File: src/hw/rtc_defines.vh
// constants for the serial calendar clock
`ifndef RTC_DEFINES_VH
`define RTC_DEFINES_VH
`define RTC_DEV_ADDR      7'h68
`define RTC_MEM_DEPTH     64
`define RTC_REG_SEC       6'h00
`define RTC_REG_MIN       6'h01
`define RTC_REG_HOUR      6'h02
`define RTC_REG_WDAY      6'h03
`define RTC_REG_MDAY      6'h04
`define RTC_REG_MON       6'h05
`define RTC_REG_YEAR      6'h06
`define RTC_REG_CTRL      6'h07
`define RTC_BIT_HALT      7
`define RTC_BIT_CEN_EN    7
`define RTC_BIT_CEN_FLAG  6
`define RTC_BIT_OUT       7
`define RTC_BIT_FT        6
`define RTC_BIT_SIGN      5
`define RTC_CTRL_RESET    8'h80
`define RTC_TICK_HZ       32768
`define RTC_CLK_HZ        20000000
`define RTC_FREEZE_MS     250
`define RTC_FREEZE_CYC    ((`RTC_CLK_HZ / 1000) * `RTC_FREEZE_MS)
`define RTC_SEC_TICKS     32768
`define RTC_SHORT_TICKS   128
`define RTC_LONG_TICKS    256
`define RTC_CAL_MINUTES   64
`endif

File: src/hw/rtc_serial_clock.v
// serial calendar clock with calibration and test output
`include "rtc_defines.vh"
`timescale 1ns/100ps
`default_nettype none
module rtc_serial_clock #(
  parameter FREEZE_CYC = `RTC_FREEZE_CYC
) (
  input  wire clock,
  input  wire rst_n,
  input  wire osc_in,
  input  wire supply_ok,
  input  wire scl_in,
  input  wire sda_in,
  output reg  sda_out,
  output reg  sda_oe,
  output reg  test_output_pin_out,
  output reg  test_output_pin_oe
);
  localparam S_IDLE = 5'b00001;
  localparam S_RECV = 5'b00010;
  localparam S_RACK = 5'b00100;
  localparam S_SEND = 5'b01000;
  localparam S_SACK = 5'b10000;
  // freeze timer reload, cut to the counter width
  localparam [31:0] FREEZE_LOAD = FREEZE_CYC;

  // synchronisers
  reg [2:0] scl_s;
  reg [2:0] sda_s;
  reg [2:0] osc_s;
  reg [1:0] pwr_s;
  always @(posedge clock) begin
    scl_s <= {scl_s[1:0], scl_in};
    sda_s <= {sda_s[1:0], sda_in};
    osc_s <= {osc_s[1:0], osc_in};
    pwr_s <= {pwr_s[0], supply_ok};
  end
  wire scl_rise  = scl_s[1] & ~scl_s[2];
  wire scl_fall  = ~scl_s[1] & scl_s[2];
  wire start_det = scl_s[1] & scl_s[2] & ~sda_s[1] & sda_s[2];
  wire stop_det  = scl_s[1] & scl_s[2] & sda_s[1] & ~sda_s[2];
  wire osc_tick  = osc_s[1] & ~osc_s[2];
  wire pwr_ok    = pwr_s[1];

  // memory and live time
  reg [7:0] mem [0:`RTC_MEM_DEPTH-1];
  reg [7:0] t_sec, t_min, t_hour, t_wday, t_mday, t_mon, t_year;
  reg [7:0] ctrl;
  reg [5:0] ptr;
  reg [4:0] state;
  reg [3:0] bitn;
  reg [7:0] shreg;
  reg       rd_mode;
  reg       first_byte;
  reg       addr_phase;
  reg       ack_ok;
  reg [22:0] freeze_cnt;
  reg        reading_clock;

  wire [5:0] ptr_inc = ptr + 6'h01;
  // holding-register readback from mem, control from ctrl
  wire [7:0] rd_byte = (ptr == `RTC_REG_CTRL) ? ctrl : mem[ptr];
  wire       osc_halt_bit = t_sec[`RTC_BIT_HALT];

  // serial slave
  reg        wr_en;
  reg [5:0]  wr_addr;
  reg [7:0]  wr_data;

  always @(posedge clock) begin
    wr_en <= 1'b0;
    if (!rst_n || !pwr_ok) begin
      // deselect drops the transfer and lets go of the bus
      state    <= S_IDLE;
      sda_out  <= 1'b0;
      sda_oe   <= 1'b0;
      bitn     <= 4'h0;
      shreg    <= 8'h00;
      rd_mode  <= 1'b0;
      first_byte <= 1'b0;
      addr_phase <= 1'b0;
      ack_ok   <= 1'b0;
      wr_addr  <= 6'h00;
      wr_data  <= 8'h00;
      if (!pwr_ok)
        ptr <= 6'h00;
      if (!rst_n)
        ptr <= 6'h00;
    end else if (start_det) begin
      // a repeated start drops any byte in progress
      state      <= S_RECV;
      bitn       <= 4'h0;
      addr_phase <= 1'b1;
      sda_oe     <= 1'b0;
    end else if (stop_det) begin
      state  <= S_IDLE;
      sda_oe <= 1'b0;
    end else begin
      case (state)
        S_IDLE: begin
          sda_oe <= 1'b0;
        end
        S_RECV: begin
          if (scl_rise) begin
            shreg <= {shreg[6:0], sda_s[1]};
            bitn  <= bitn + 4'h1;
          end else if (scl_fall && bitn == 4'h8) begin
            bitn <= 4'h0;
            if (addr_phase) begin
              if (shreg[7:1] == `RTC_DEV_ADDR) begin
                sda_oe     <= 1'b1;
                rd_mode    <= shreg[0];
                first_byte <= ~shreg[0];
                addr_phase <= 1'b0;
                state      <= S_RACK;
              end else
                state <= S_IDLE;
            end else begin
              sda_oe <= 1'b1;
              state  <= S_RACK;
              if (first_byte) begin
                ptr        <= shreg[5:0];
                first_byte <= 1'b0;
              end else begin
                wr_en   <= 1'b1;
                wr_addr <= ptr;
                wr_data <= shreg;
                ptr     <= ptr_inc;
              end
            end
          end
        end
        S_RACK: begin
          // first data bit goes out on the fall that ends the ack
          if (scl_fall) begin
            if (rd_mode) begin
              shreg   <= rd_byte;
              sda_oe  <= ~rd_byte[7];
              bitn    <= 4'h1;
              state   <= S_SEND;
            end else begin
              sda_oe <= 1'b0;
              state  <= S_RECV;
            end
          end
        end
        S_SEND: begin
          if (scl_fall) begin
            if (bitn == 4'h8) begin
              // line freed for the master's ack bit
              sda_oe <= 1'b0;
              state  <= S_SACK;
            end else begin
              sda_oe <= ~shreg[3'h7 - bitn[2:0]];
              bitn   <= bitn + 4'h1;
            end
          end
        end
        S_SACK: begin
          // ack taken while clock high, acted on at the fall
          if (scl_rise)
            ack_ok <= ~sda_s[1];
          else if (scl_fall) begin
            if (ack_ok) begin
              ptr     <= ptr_inc;
              shreg   <= (ptr_inc == `RTC_REG_CTRL) ? ctrl : mem[ptr_inc];
              sda_oe  <= ~((ptr_inc == `RTC_REG_CTRL) ? ctrl[7] : mem[ptr_inc][7]);
              bitn    <= 4'h1;
              state   <= S_SEND;
            end else begin
              sda_oe <= 1'b0;
              state  <= S_IDLE;
            end
          end
        end
        default: state <= S_IDLE;
      endcase
    end
  end

  // freeze of holding registers while clock locations are read
  // timer restarts on every such read; live time keeps counting
  always @(posedge clock) begin
    if (!rst_n) begin
      reading_clock <= 1'b0;
      freeze_cnt    <= 23'h000000;
    end else begin
      reading_clock <= rd_mode && (state != S_IDLE) && (ptr < `RTC_REG_CTRL);
      if (reading_clock)
        freeze_cnt <= FREEZE_LOAD[22:0];
      else if (freeze_cnt != 23'h000000)
        freeze_cnt <= freeze_cnt - 23'h000001;
    end
  end
  wire frozen = reading_clock || (freeze_cnt != 23'h000000);

  // divider, calibration and calendar
  // last divider count of a nominal, shortened and lengthened second
  localparam [31:0] SEC_LAST   = `RTC_SEC_TICKS - 1;
  localparam [31:0] SHORT_LAST = `RTC_SEC_TICKS - `RTC_SHORT_TICKS - 1;
  localparam [31:0] LONG_LAST  = `RTC_SEC_TICKS + `RTC_LONG_TICKS - 1;
  localparam [31:0] CAL_LAST   = `RTC_CAL_MINUTES - 1;

  reg [15:0] div;
  reg [5:0]  cal_min;
  reg        cal_this_min;
  reg        cal_done;
  reg [8:0]  half512;
  wire [4:0] cal_mag  = ctrl[4:0];
  wire       cal_pos  = ctrl[`RTC_BIT_SIGN];
  wire       cal_act  = (cal_min < {cal_mag, 1'b0}) && cal_this_min && !cal_done;
  wire [15:0] sec_end = !cal_act ? SEC_LAST[15:0] :
                        cal_pos ? SHORT_LAST[15:0] : LONG_LAST[15:0];
  wire sec_tick = osc_tick && !osc_halt_bit && (div == sec_end);

  function [7:0] bcd_inc;
    input [7:0] v;
    begin
      bcd_inc = (v[3:0] == 4'h9) ? {v[7:4] + 4'h1, 4'h0} : {v[7:4], v[3:0] + 4'h1};
    end
  endfunction

  // leap year: bcd year divisible by four
  wire [7:0] yr = t_year;
  wire leap = ((yr[4] == 1'b0) && (yr[1:0] == 2'b00)) || ((yr[4] == 1'b1) && (yr[1:0] == 2'b10));
  reg [7:0] mlen;
  always @* begin
    case (t_mon[4:0])
      5'h02:   mlen = leap ? 8'h29 : 8'h28;
      5'h04, 5'h06, 5'h09, 5'h11: mlen = 8'h30;
      default: mlen = 8'h31;
    endcase
  end

  wire host_wr = wr_en && (wr_addr <= `RTC_REG_YEAR);

  // next bcd values of the live time fields
  wire [7:0] sec_inc  = bcd_inc({1'b0, t_sec[6:0]});
  wire [7:0] min_inc  = bcd_inc({1'b0, t_min[6:0]});
  wire [7:0] hour_inc = bcd_inc({2'b00, t_hour[5:0]});
  wire [7:0] mday_inc = bcd_inc({2'b00, t_mday[5:0]});
  wire [7:0] mon_inc  = bcd_inc({3'b000, t_mon[4:0]});
  wire [7:0] year_inc = bcd_inc(t_year);

  always @(posedge clock) begin
    if (!rst_n) begin
      ctrl    <= `RTC_CTRL_RESET;
      div     <= 16'h0000;
      cal_min <= 6'h00;
      cal_this_min <= 1'b0;
      cal_done <= 1'b0;
      half512 <= 9'h000;
      test_output_pin_out <= 1'b0;
      test_output_pin_oe  <= 1'b0;
    end else begin
      if (wr_en && wr_addr == `RTC_REG_CTRL)
        ctrl <= wr_data;
      // halt stops both the divider and the test frequency
      if (osc_tick && !osc_halt_bit) begin
        div     <= sec_tick ? 16'h0000 : div + 16'h0001;
        half512 <= half512 + 9'h001;
      end
      if (sec_tick) begin
        if (cal_act)
          cal_done <= 1'b1;
        cal_this_min <= 1'b1;
        if (t_sec[6:0] == 7'h59) begin
          cal_done <= 1'b0;
          cal_min  <= (cal_min == CAL_LAST[5:0]) ? 6'h00 : cal_min + 6'h01;
        end
      end
      // open drain: only the enable moves, the level stays low
      test_output_pin_out <= 1'b0;
      if (ctrl[`RTC_BIT_FT])
        test_output_pin_oe <= !osc_halt_bit && half512[5];
      else
        test_output_pin_oe <= ~ctrl[`RTC_BIT_OUT];
    end
  end

  // a host write wins over a tick in the same cycle
  always @(posedge clock) begin
    if (host_wr) begin
      case (wr_addr)
        `RTC_REG_SEC:  t_sec  <= wr_data;
        `RTC_REG_MIN:  t_min  <= wr_data;
        `RTC_REG_HOUR: t_hour <= wr_data;
        `RTC_REG_WDAY: t_wday <= wr_data;
        `RTC_REG_MDAY: t_mday <= wr_data;
        `RTC_REG_MON:  t_mon  <= wr_data;
        default:       t_year <= wr_data;
      endcase
    end else if (sec_tick) begin
      if (t_sec[6:0] != 7'h59)
        t_sec[6:0] <= sec_inc[6:0];
      else begin
        t_sec[6:0] <= 7'h00;
        if (t_min[6:0] != 7'h59)
          t_min <= min_inc;
        else begin
          t_min <= 8'h00;
          if (t_hour[5:0] != 6'h23)
            t_hour[5:0] <= hour_inc[5:0];
          else begin
            t_hour[5:0] <= 6'h00;
            t_wday <= (t_wday[2:0] == 3'h7) ? 8'h01 : {5'h00, t_wday[2:0] + 3'h1};
            if (t_mday[5:0] != mlen[5:0])
              t_mday <= mday_inc;
            else begin
              t_mday <= 8'h01;
              if (t_mon[4:0] != 5'h12)
                t_mon <= mon_inc;
              else begin
                t_mon <= 8'h01;
                t_year <= (t_year == 8'h99) ? 8'h00 : year_inc;
                if (t_year == 8'h99 && t_hour[`RTC_BIT_CEN_EN])
                  t_hour[`RTC_BIT_CEN_FLAG] <= ~t_hour[`RTC_BIT_CEN_FLAG];
              end
            end
          end
        end
      end
    end
  end

  // byte store, holding copy refreshed unless frozen
  genvar gi;
  generate
    for (gi = 0; gi < `RTC_MEM_DEPTH; gi = gi + 1) begin : g_mem
      always @(posedge clock) begin
        if (wr_en && wr_addr == gi)
          mem[gi] <= wr_data;
        else if (gi < 7 && !frozen) begin
          case (gi)
            0:       mem[gi] <= t_sec;
            1:       mem[gi] <= t_min;
            2:       mem[gi] <= t_hour;
            3:       mem[gi] <= t_wday;
            4:       mem[gi] <= t_mday;
            5:       mem[gi] <= t_mon;
            default: mem[gi] <= t_year;
          endcase
        end
      end
    end
  endgenerate
endmodule // rtc_serial_clock
`default_nettype wire

File: config.mk
export PLATFORM = sky130hd
export DESIGN_NAME = rtc_serial_clock
export DESIGN_NICKNAME = d
export VERILOG_FILES = /design/src/hw/rtc_serial_clock.v
export VERILOG_INCLUDE_DIRS = /design/src /design/src/hw
export SDC_FILE = /design/constraint.sdc
export NUM_CORES = 1
export LEC_CHECK = 0
export BUFFER_PORTS_ARGS = -buffer_cell sky130_fd_sc_hd__buf_2
export CAP_MARGIN = 20
export CORE_UTILIZATION = 55
export CTS_CLUSTER_SIZE = 10
export DETAILED_ROUTE_END_ITERATION = 7
export HOLD_SLACK_MARGIN = 0.08
export PLACE_DENSITY = 0.74
export SYNTH_ARGS = -nofsm -noshare
export SYNTH_HDL_FRONTEND = slang
export SYNTH_SLANG_ARGS = --single-unit
File: constraint.sdc
create_clock -name clock -period 4.15 [get_ports clock]
set_input_delay 0.2075 -clock clock [delete_from_list [all_inputs] [get_ports clock]]
set_output_delay 0.2075 -clock clock [all_outputs]
set_load 0.02 [all_outputs]
# == Yosys cells after proc, flatten, opt, wreduce, memory -nomap -nowiden ==
# Memory sizes are Yosys's and may differ from the RTL's. A register that Yosys moved wholly into a read port is not among the register bits.
# Cells that the tools add are included.
# word_totals
regBits,176
ramBits,512
out_inout_bits,4
wordCells,894
n_memories,1
# mem_list
name,words,word_bits,rd,rd_ports_with_merged_regs,write_ports,line_no,source
mem,64,8,2,1,8,rtc_serial_clock.v:46,reg [7:0] mem [0:`RTC_MEM_DEPTH-1];
# op_classes
add_sub_neg,20
magnitude_cmp,4
n_eq_ne,145
muxes,457
bitwise_logic,36
reduce_logical,188
# op_table
cell,count
8-bit 2-to-1 mux,106
8-bit OR reduction,56
6-bit 2-to-1 mux,74
1-bit 2-to-1 mux,230
6-bit == test (second input constant),33
6-bit by 5-bit == test with 1-bit output (second input constant),16
7-bit 2-to-1 mux,12
1-bit logical AND,76
6-bit by 4-bit == test with 1-bit output (second input constant),8
16-bit 2-to-1 mux,3
23-bit 2-to-1 mux,2
3-bit inequality test (second input constant),15
4-bit 2-to-1 mux,11
5-bit 2-to-1 mux,8
8-bit AND reduction,5
6-bit by 3-bit == test with 1-bit output (second input constant),6
2-bit inequality test (second input constant),18
4-bit by 1-bit adder with 4-bit output (second input constant),8
4-bit == test (second input constant),7
4-bit inequality test (second input constant),7
7-bit AND reduction,4
5-bit case mux with 5 select lines,1
8-bit case mux with 3 select lines,1
23-bit nonzero test,1
other kinds (62),142

# == Longest topological paths before layout ==
# depth
ltp_word,61
mapped_depth,15
mapped_depth_nobuf,10

# == Worst setup path before layout ==
# Ideal clock, no wire load.
# synth_path
path_kind,register -> register
startpoint,reg ptr[0]
endpoint,reg shreg[1]
setup_time_ns,0.128
arrival_time_ns,3.454
required_ns,4.022
path_slack_ns,0.568
stages_incl_launch_ff,14
n_path_buf,5
period_less_slack_ns,3.582
cell_sequence,edfxtp_1 > buf_4 > buf_2 > clkbuf_1 > inv_1 > ha_1 > buf_2 > clkbuf_1 > mux4_2 > mux4_2 > o2111ai_1 > a21oi_1 > a2111oi_0 > nor2_1
# synth_between
elab_chain_len,7
elab_cells_between_ends,12
cone_classes,1 x add/sub; 2 x eq/ne; 8 x mux; 1 x memory
# synth_lines
element,line_no,source
from (decl),rtc_serial_clock.v:49,reg [5:0] ptr;
from (signal assigned),rtc_serial_clock.v:122,ptr <= shreg[5:0];
from (signal assigned),rtc_serial_clock.v:128,ptr <= ptr_inc;
from (signal assigned),rtc_serial_clock.v:165,ptr <= ptr_inc;
6-bit by 1-bit adder with 6-bit output,rtc_serial_clock.v:60,wire [5:0] ptr_inc = ptr + 6'h01;
memory read 64 x 8 bit / 6-bit by 3-bit == test with 1-bit output (equally long branches),-,
8-bit 2-to-1 mux,rtc_serial_clock.v:166,shreg <= (ptr_inc == `RTC_REG_CTRL) ? ctrl : mem[ptr_inc];
8-bit 2-to-1 mux,rtc_serial_clock.v:164,if (ack_ok) begin
8-bit 2-to-1 mux,rtc_serial_clock.v:163,else if (scl_fall) begin
8-bit 2-to-1 mux,rtc_serial_clock.v:161,if (scl_rise)
8-bit case mux with 3 select lines (*),rtc_serial_clock.v:99,case (state)
to (signal assigned),rtc_serial_clock.v:105,"shreg <= {shreg[6:0], sda_s[1]};"
to (signal assigned),rtc_serial_clock.v:137,shreg <= rd_byte;
to (signal assigned),rtc_serial_clock.v:166,
to (decl),rtc_serial_clock.v:52,reg [7:0] shreg;
# Mark *: on every way between the ends. The rest lies on a longest branch, timed or not. The select of a mux whose other input is x is not followed.
# A chain may end at the register's enable or synchronous reset.

# == Final worst setup path ==
# layout_path
startpoint,reg ptr[0]
endpoint,reg shreg[4]
# The elaborated chain is that of the path after synthesis.

==> results.md <==
- Critical Path RT: around 4.7 ns
- I/O pin cnt: 10
- # Post-CTS Setup Buffers: 0
- Static Leak: about 0.010 uW
- Hold-fix buffers, CTS: 5
- # clock sinks: around 700
- Final Hold Viols: 0
- EDFF count, synth: between 500 and 600
- GRT met2 Usage: approximately 47%
- Final Max Tran Viols: 0
- Area Overhead vs Synth: 9.62%
- CTS root buffer: clkbuf_16
- Initial DRC count: 3049
- Max_cap viols: 0
- Vias in the first global route: approximately 21000
- Max Fclk: 261 MHz
- Worst hold path class: in -> reg
- Vias: between 20000 and 25000
- Aggregate global routing overflow: 0
- Min Tclk post-route: 3.83 ns
- Syn_area_per_cell: 14.9 um^2
- H-tree levels: 3
- Reg clk slew, reported paths: ~0.06 ns
- Drt first pass iters: 8
- VDD IR max: roughly 0.3 mV
- Remaining antenna violation count after routing: 0
- Share of layout cells above drive strength 1: between 20% and 30%
- Worst endpoint data arrival time: roughly 4.3 ns
- CP Launch Point: ptr[0]
- Die X: roughly 250 um
- Filler Cell Count: 4295
- FF+latch count, synth: 691
- Largest net degree at the start of global routing: 77
- Pwr Density: between 400 and 500 nW/um^2
- TritonCTS clock tree: built
- Final wirelength: between 90000 and 100000 um
- Initial antenna violation count: 0
- Async set or reset register ratio after synthesis: 0%
- Syn Std Cell Area: 33500 um^2
- Worst R2R Start: ptr[0]
- Top_reg_cell synth: edfxtp_1
- CTS Buffer Depth: 3
- Initial core utilization: between 50 and 60%
- Synth Instances: ~2200
- Period utilization: 92.2%
- Library cells used by synthesis: 86
- Routed len/inst: 29.7 um
- Placed Area: between 30000 and 40000 um^2
- Core Region: around 60000 um^2
- Skew final: 0.0254 ns
- Met3 Resource Use GR: between 5 and 6%
- Final Cell Area: approximately 37000 um^2
- Net count, final: between 2000 and 2500
- Gr busiest metal: met2
- RSZ-0062 raised after global routing: false
- Worst reg-to-reg setup slack: around 0.32 ns
- Least-Margin Pin Slew: approximately 1.1 ns
- Port Buf Inserts: 7
- Worst skew pair latency: ~0.63 ns
- Worst Setup End Kind: flop
- Ys Warns: 0
- Outcome: complete, no violations
- GR Util All Layers: between 20 and 30%
- HP Start: osc_in
- Routing usage on met1: slightly above 40%
- Critical path class: reg -> reg
- Final setup viols: 0
- Routability cong.: just under 1
- Setup TNS: 0 ns
- Post-synthesis sequential area ratio: between 50 and 60%
- Die ar.: between 60000 and 70000 um^2
- CTS buffer count: between 70 and 80
- First-pass GRT wire length: roughly 140000 um
- CP Max Fanout: 40
- CTS resizes: 0
- Worst slew margin: 27.2%
- Vias per cell: around 7
- Drc violations: 0
- Die Span Y: roughly 250 um
- Cell row count: 90
- Startpoint types: flop
- Final HPWL from detailed placement: just over 60000 um
## cell usage after synthesis (15+ instances only)
master	n	share of area [%]
a211oi_1	15	0.34
a21oi_1	58	0.87
buf_2	37	0.55
clkbuf_1	80	0.90
dfxtp_1	117	7.0
edfxtp_1	574	51
ha_1	26	0.97
inv_1	35	0.39
mux2_2	46	1.5
mux2i_1	41	1.2
mux4_2	292	20
nand2_1	210	2.4
nand3_1	85	1.3
nor2_1	209	2.3
nor2b_1	19	0.35
nor3_1	17	0.25
o2111ai_1	16	0.42
o21ai_0	69	1.0
or3_1	17	0.32
xnor2_1	27	0.71
xor2_1	24	0.63
## state kept, by name (all words and copies together) (netlist names), 2 cells and up, named ones only
register / count
t_mday: 8
ptr: 6
freeze_cnt: 23
scl_s: 3
half512: 6
osc_s: 3
t_min: 8
t_mon: 8
div: 16
bitn: 4
t_wday: 8
state: 5
sda_s: 3
pwr_s: 2
shreg: 8
wr_addr: 6
cal_min: 6
wr_data: 8
t_hour: 8
t_year: 8
ctrl: 8
mem: 512
t_sec: 8
## cells by family after synthesis
family | share of synthesized area (%)
AOI/OAI and AO/OA | 5.05
xor gates and xnor gates | 1.41
adders and majority gates | 0.970
buffers and inverters | 2.43
DFF | 58.4
muxes | 22.7
other | 0.0112
and+or+nand+nor | 9.06
## layer usage
metal / share of wire (%) / wire length [um]
met5: 0 / 0
met4: 4.4 / 4020
met3: 10 / 9340
met2: 47 / 43300
met1: 38 / 34600
## through the flow
step	util, %	setup WS (ns)	hold WS [ns]	instances	total power [uW]
3_5_place_dp	57.1	0.443	0.312	2944	10400
4_1_cts	61.0	0.431	0.226	3070	16700
2_1_floorplan	-	0.568	0.235	2247	9780
3_3_place_gp	57.1	0.560	0.310	2944	10400
6_report	61.0	0.322	0.243	3072	16700
5_1_grt	61.0	0.221	0.245	3071	17200
## worst max-delay path, stage by stage (launching register included)
cell and delay [ns]:
edfxtp_1 0.50, inv_1 0.18, ha_4 0.77, buf_12 0.30
mux4_2 0.31, and2_1 0.16, a211oi_1 0.28, a31oi_1 0.20
o2111ai_1 0.45, a21oi_1 0.13, a2111oi_1 0.31, nor2_1 0.08
## layout make-up
class,instances,area [um^2],area share [%]
Tap cell,782,978,2.66
Inverter,36,135,0.368
Antenna cell,1,2.50,0.00681
Sequential cell,691,19600,53.3
Clock inverter,3,26.3,0.0715
Timing Repair Buffer,63,591,1.61
Multi-Input combinational cell,1378,13200,35.9
Clock buffer,118,2240,6.09
## power by group
part / switching (uW) / internal (uW)
registers: 243 / 7850
clock network: 2680 / 3680
logic: 1310 / 941
## final timing paths
kind / cells after the start / to
max: 11 / shreg[4]
min: 2 / osc_s[0]
max reg2reg: 11 / shreg[4]
min reg2reg: 0 / osc_s[1]
## cell usage in the layout (no fill, tap or decap), types with 8 or more instances in the layout
master / Yosys / final
a31oi_1: 13 / 13
a211oi_1: 15 / 15
and2_1: 10 / 10
nor2b_1: 19 / 19
mux2_2: 46 / 46
nand2_1: 210 / 210
o31ai_1: 13 / 13
mux2_1: 8 / 8
nand2b_1: 10 / 10
nor2_1: 209 / 209
nand4_1: 12 / 12
o21ai_0: 69 / 69
edfxtp_1: 574 / 574
and3_1: 10 / 10
xnor2_1: 27 / 25
nand3b_1: 8 / 8
dfxtp_1: 117 / 106
clkbuf_1: 80 / 32
or3_1: 17 / 17
a21oi_1: 58 / 58
mux2i_1: 41 / 41
dfxtp_2: 0 / 9
a22oi_1: 9 / 9
clkbuf_16: 0 / 83
buf_12: 0 / 10
mux4_2: 292 / 292
nor3_1: 17 / 17
buf_4: 6 / 40
o2111ai_1: 16 / 16
nand3_1: 85 / 85
xor2_1: 24 / 24
ha_1: 26 / 25
inv_1: 35 / 35
No activity file was read; power rests on OpenSTA's default activity.
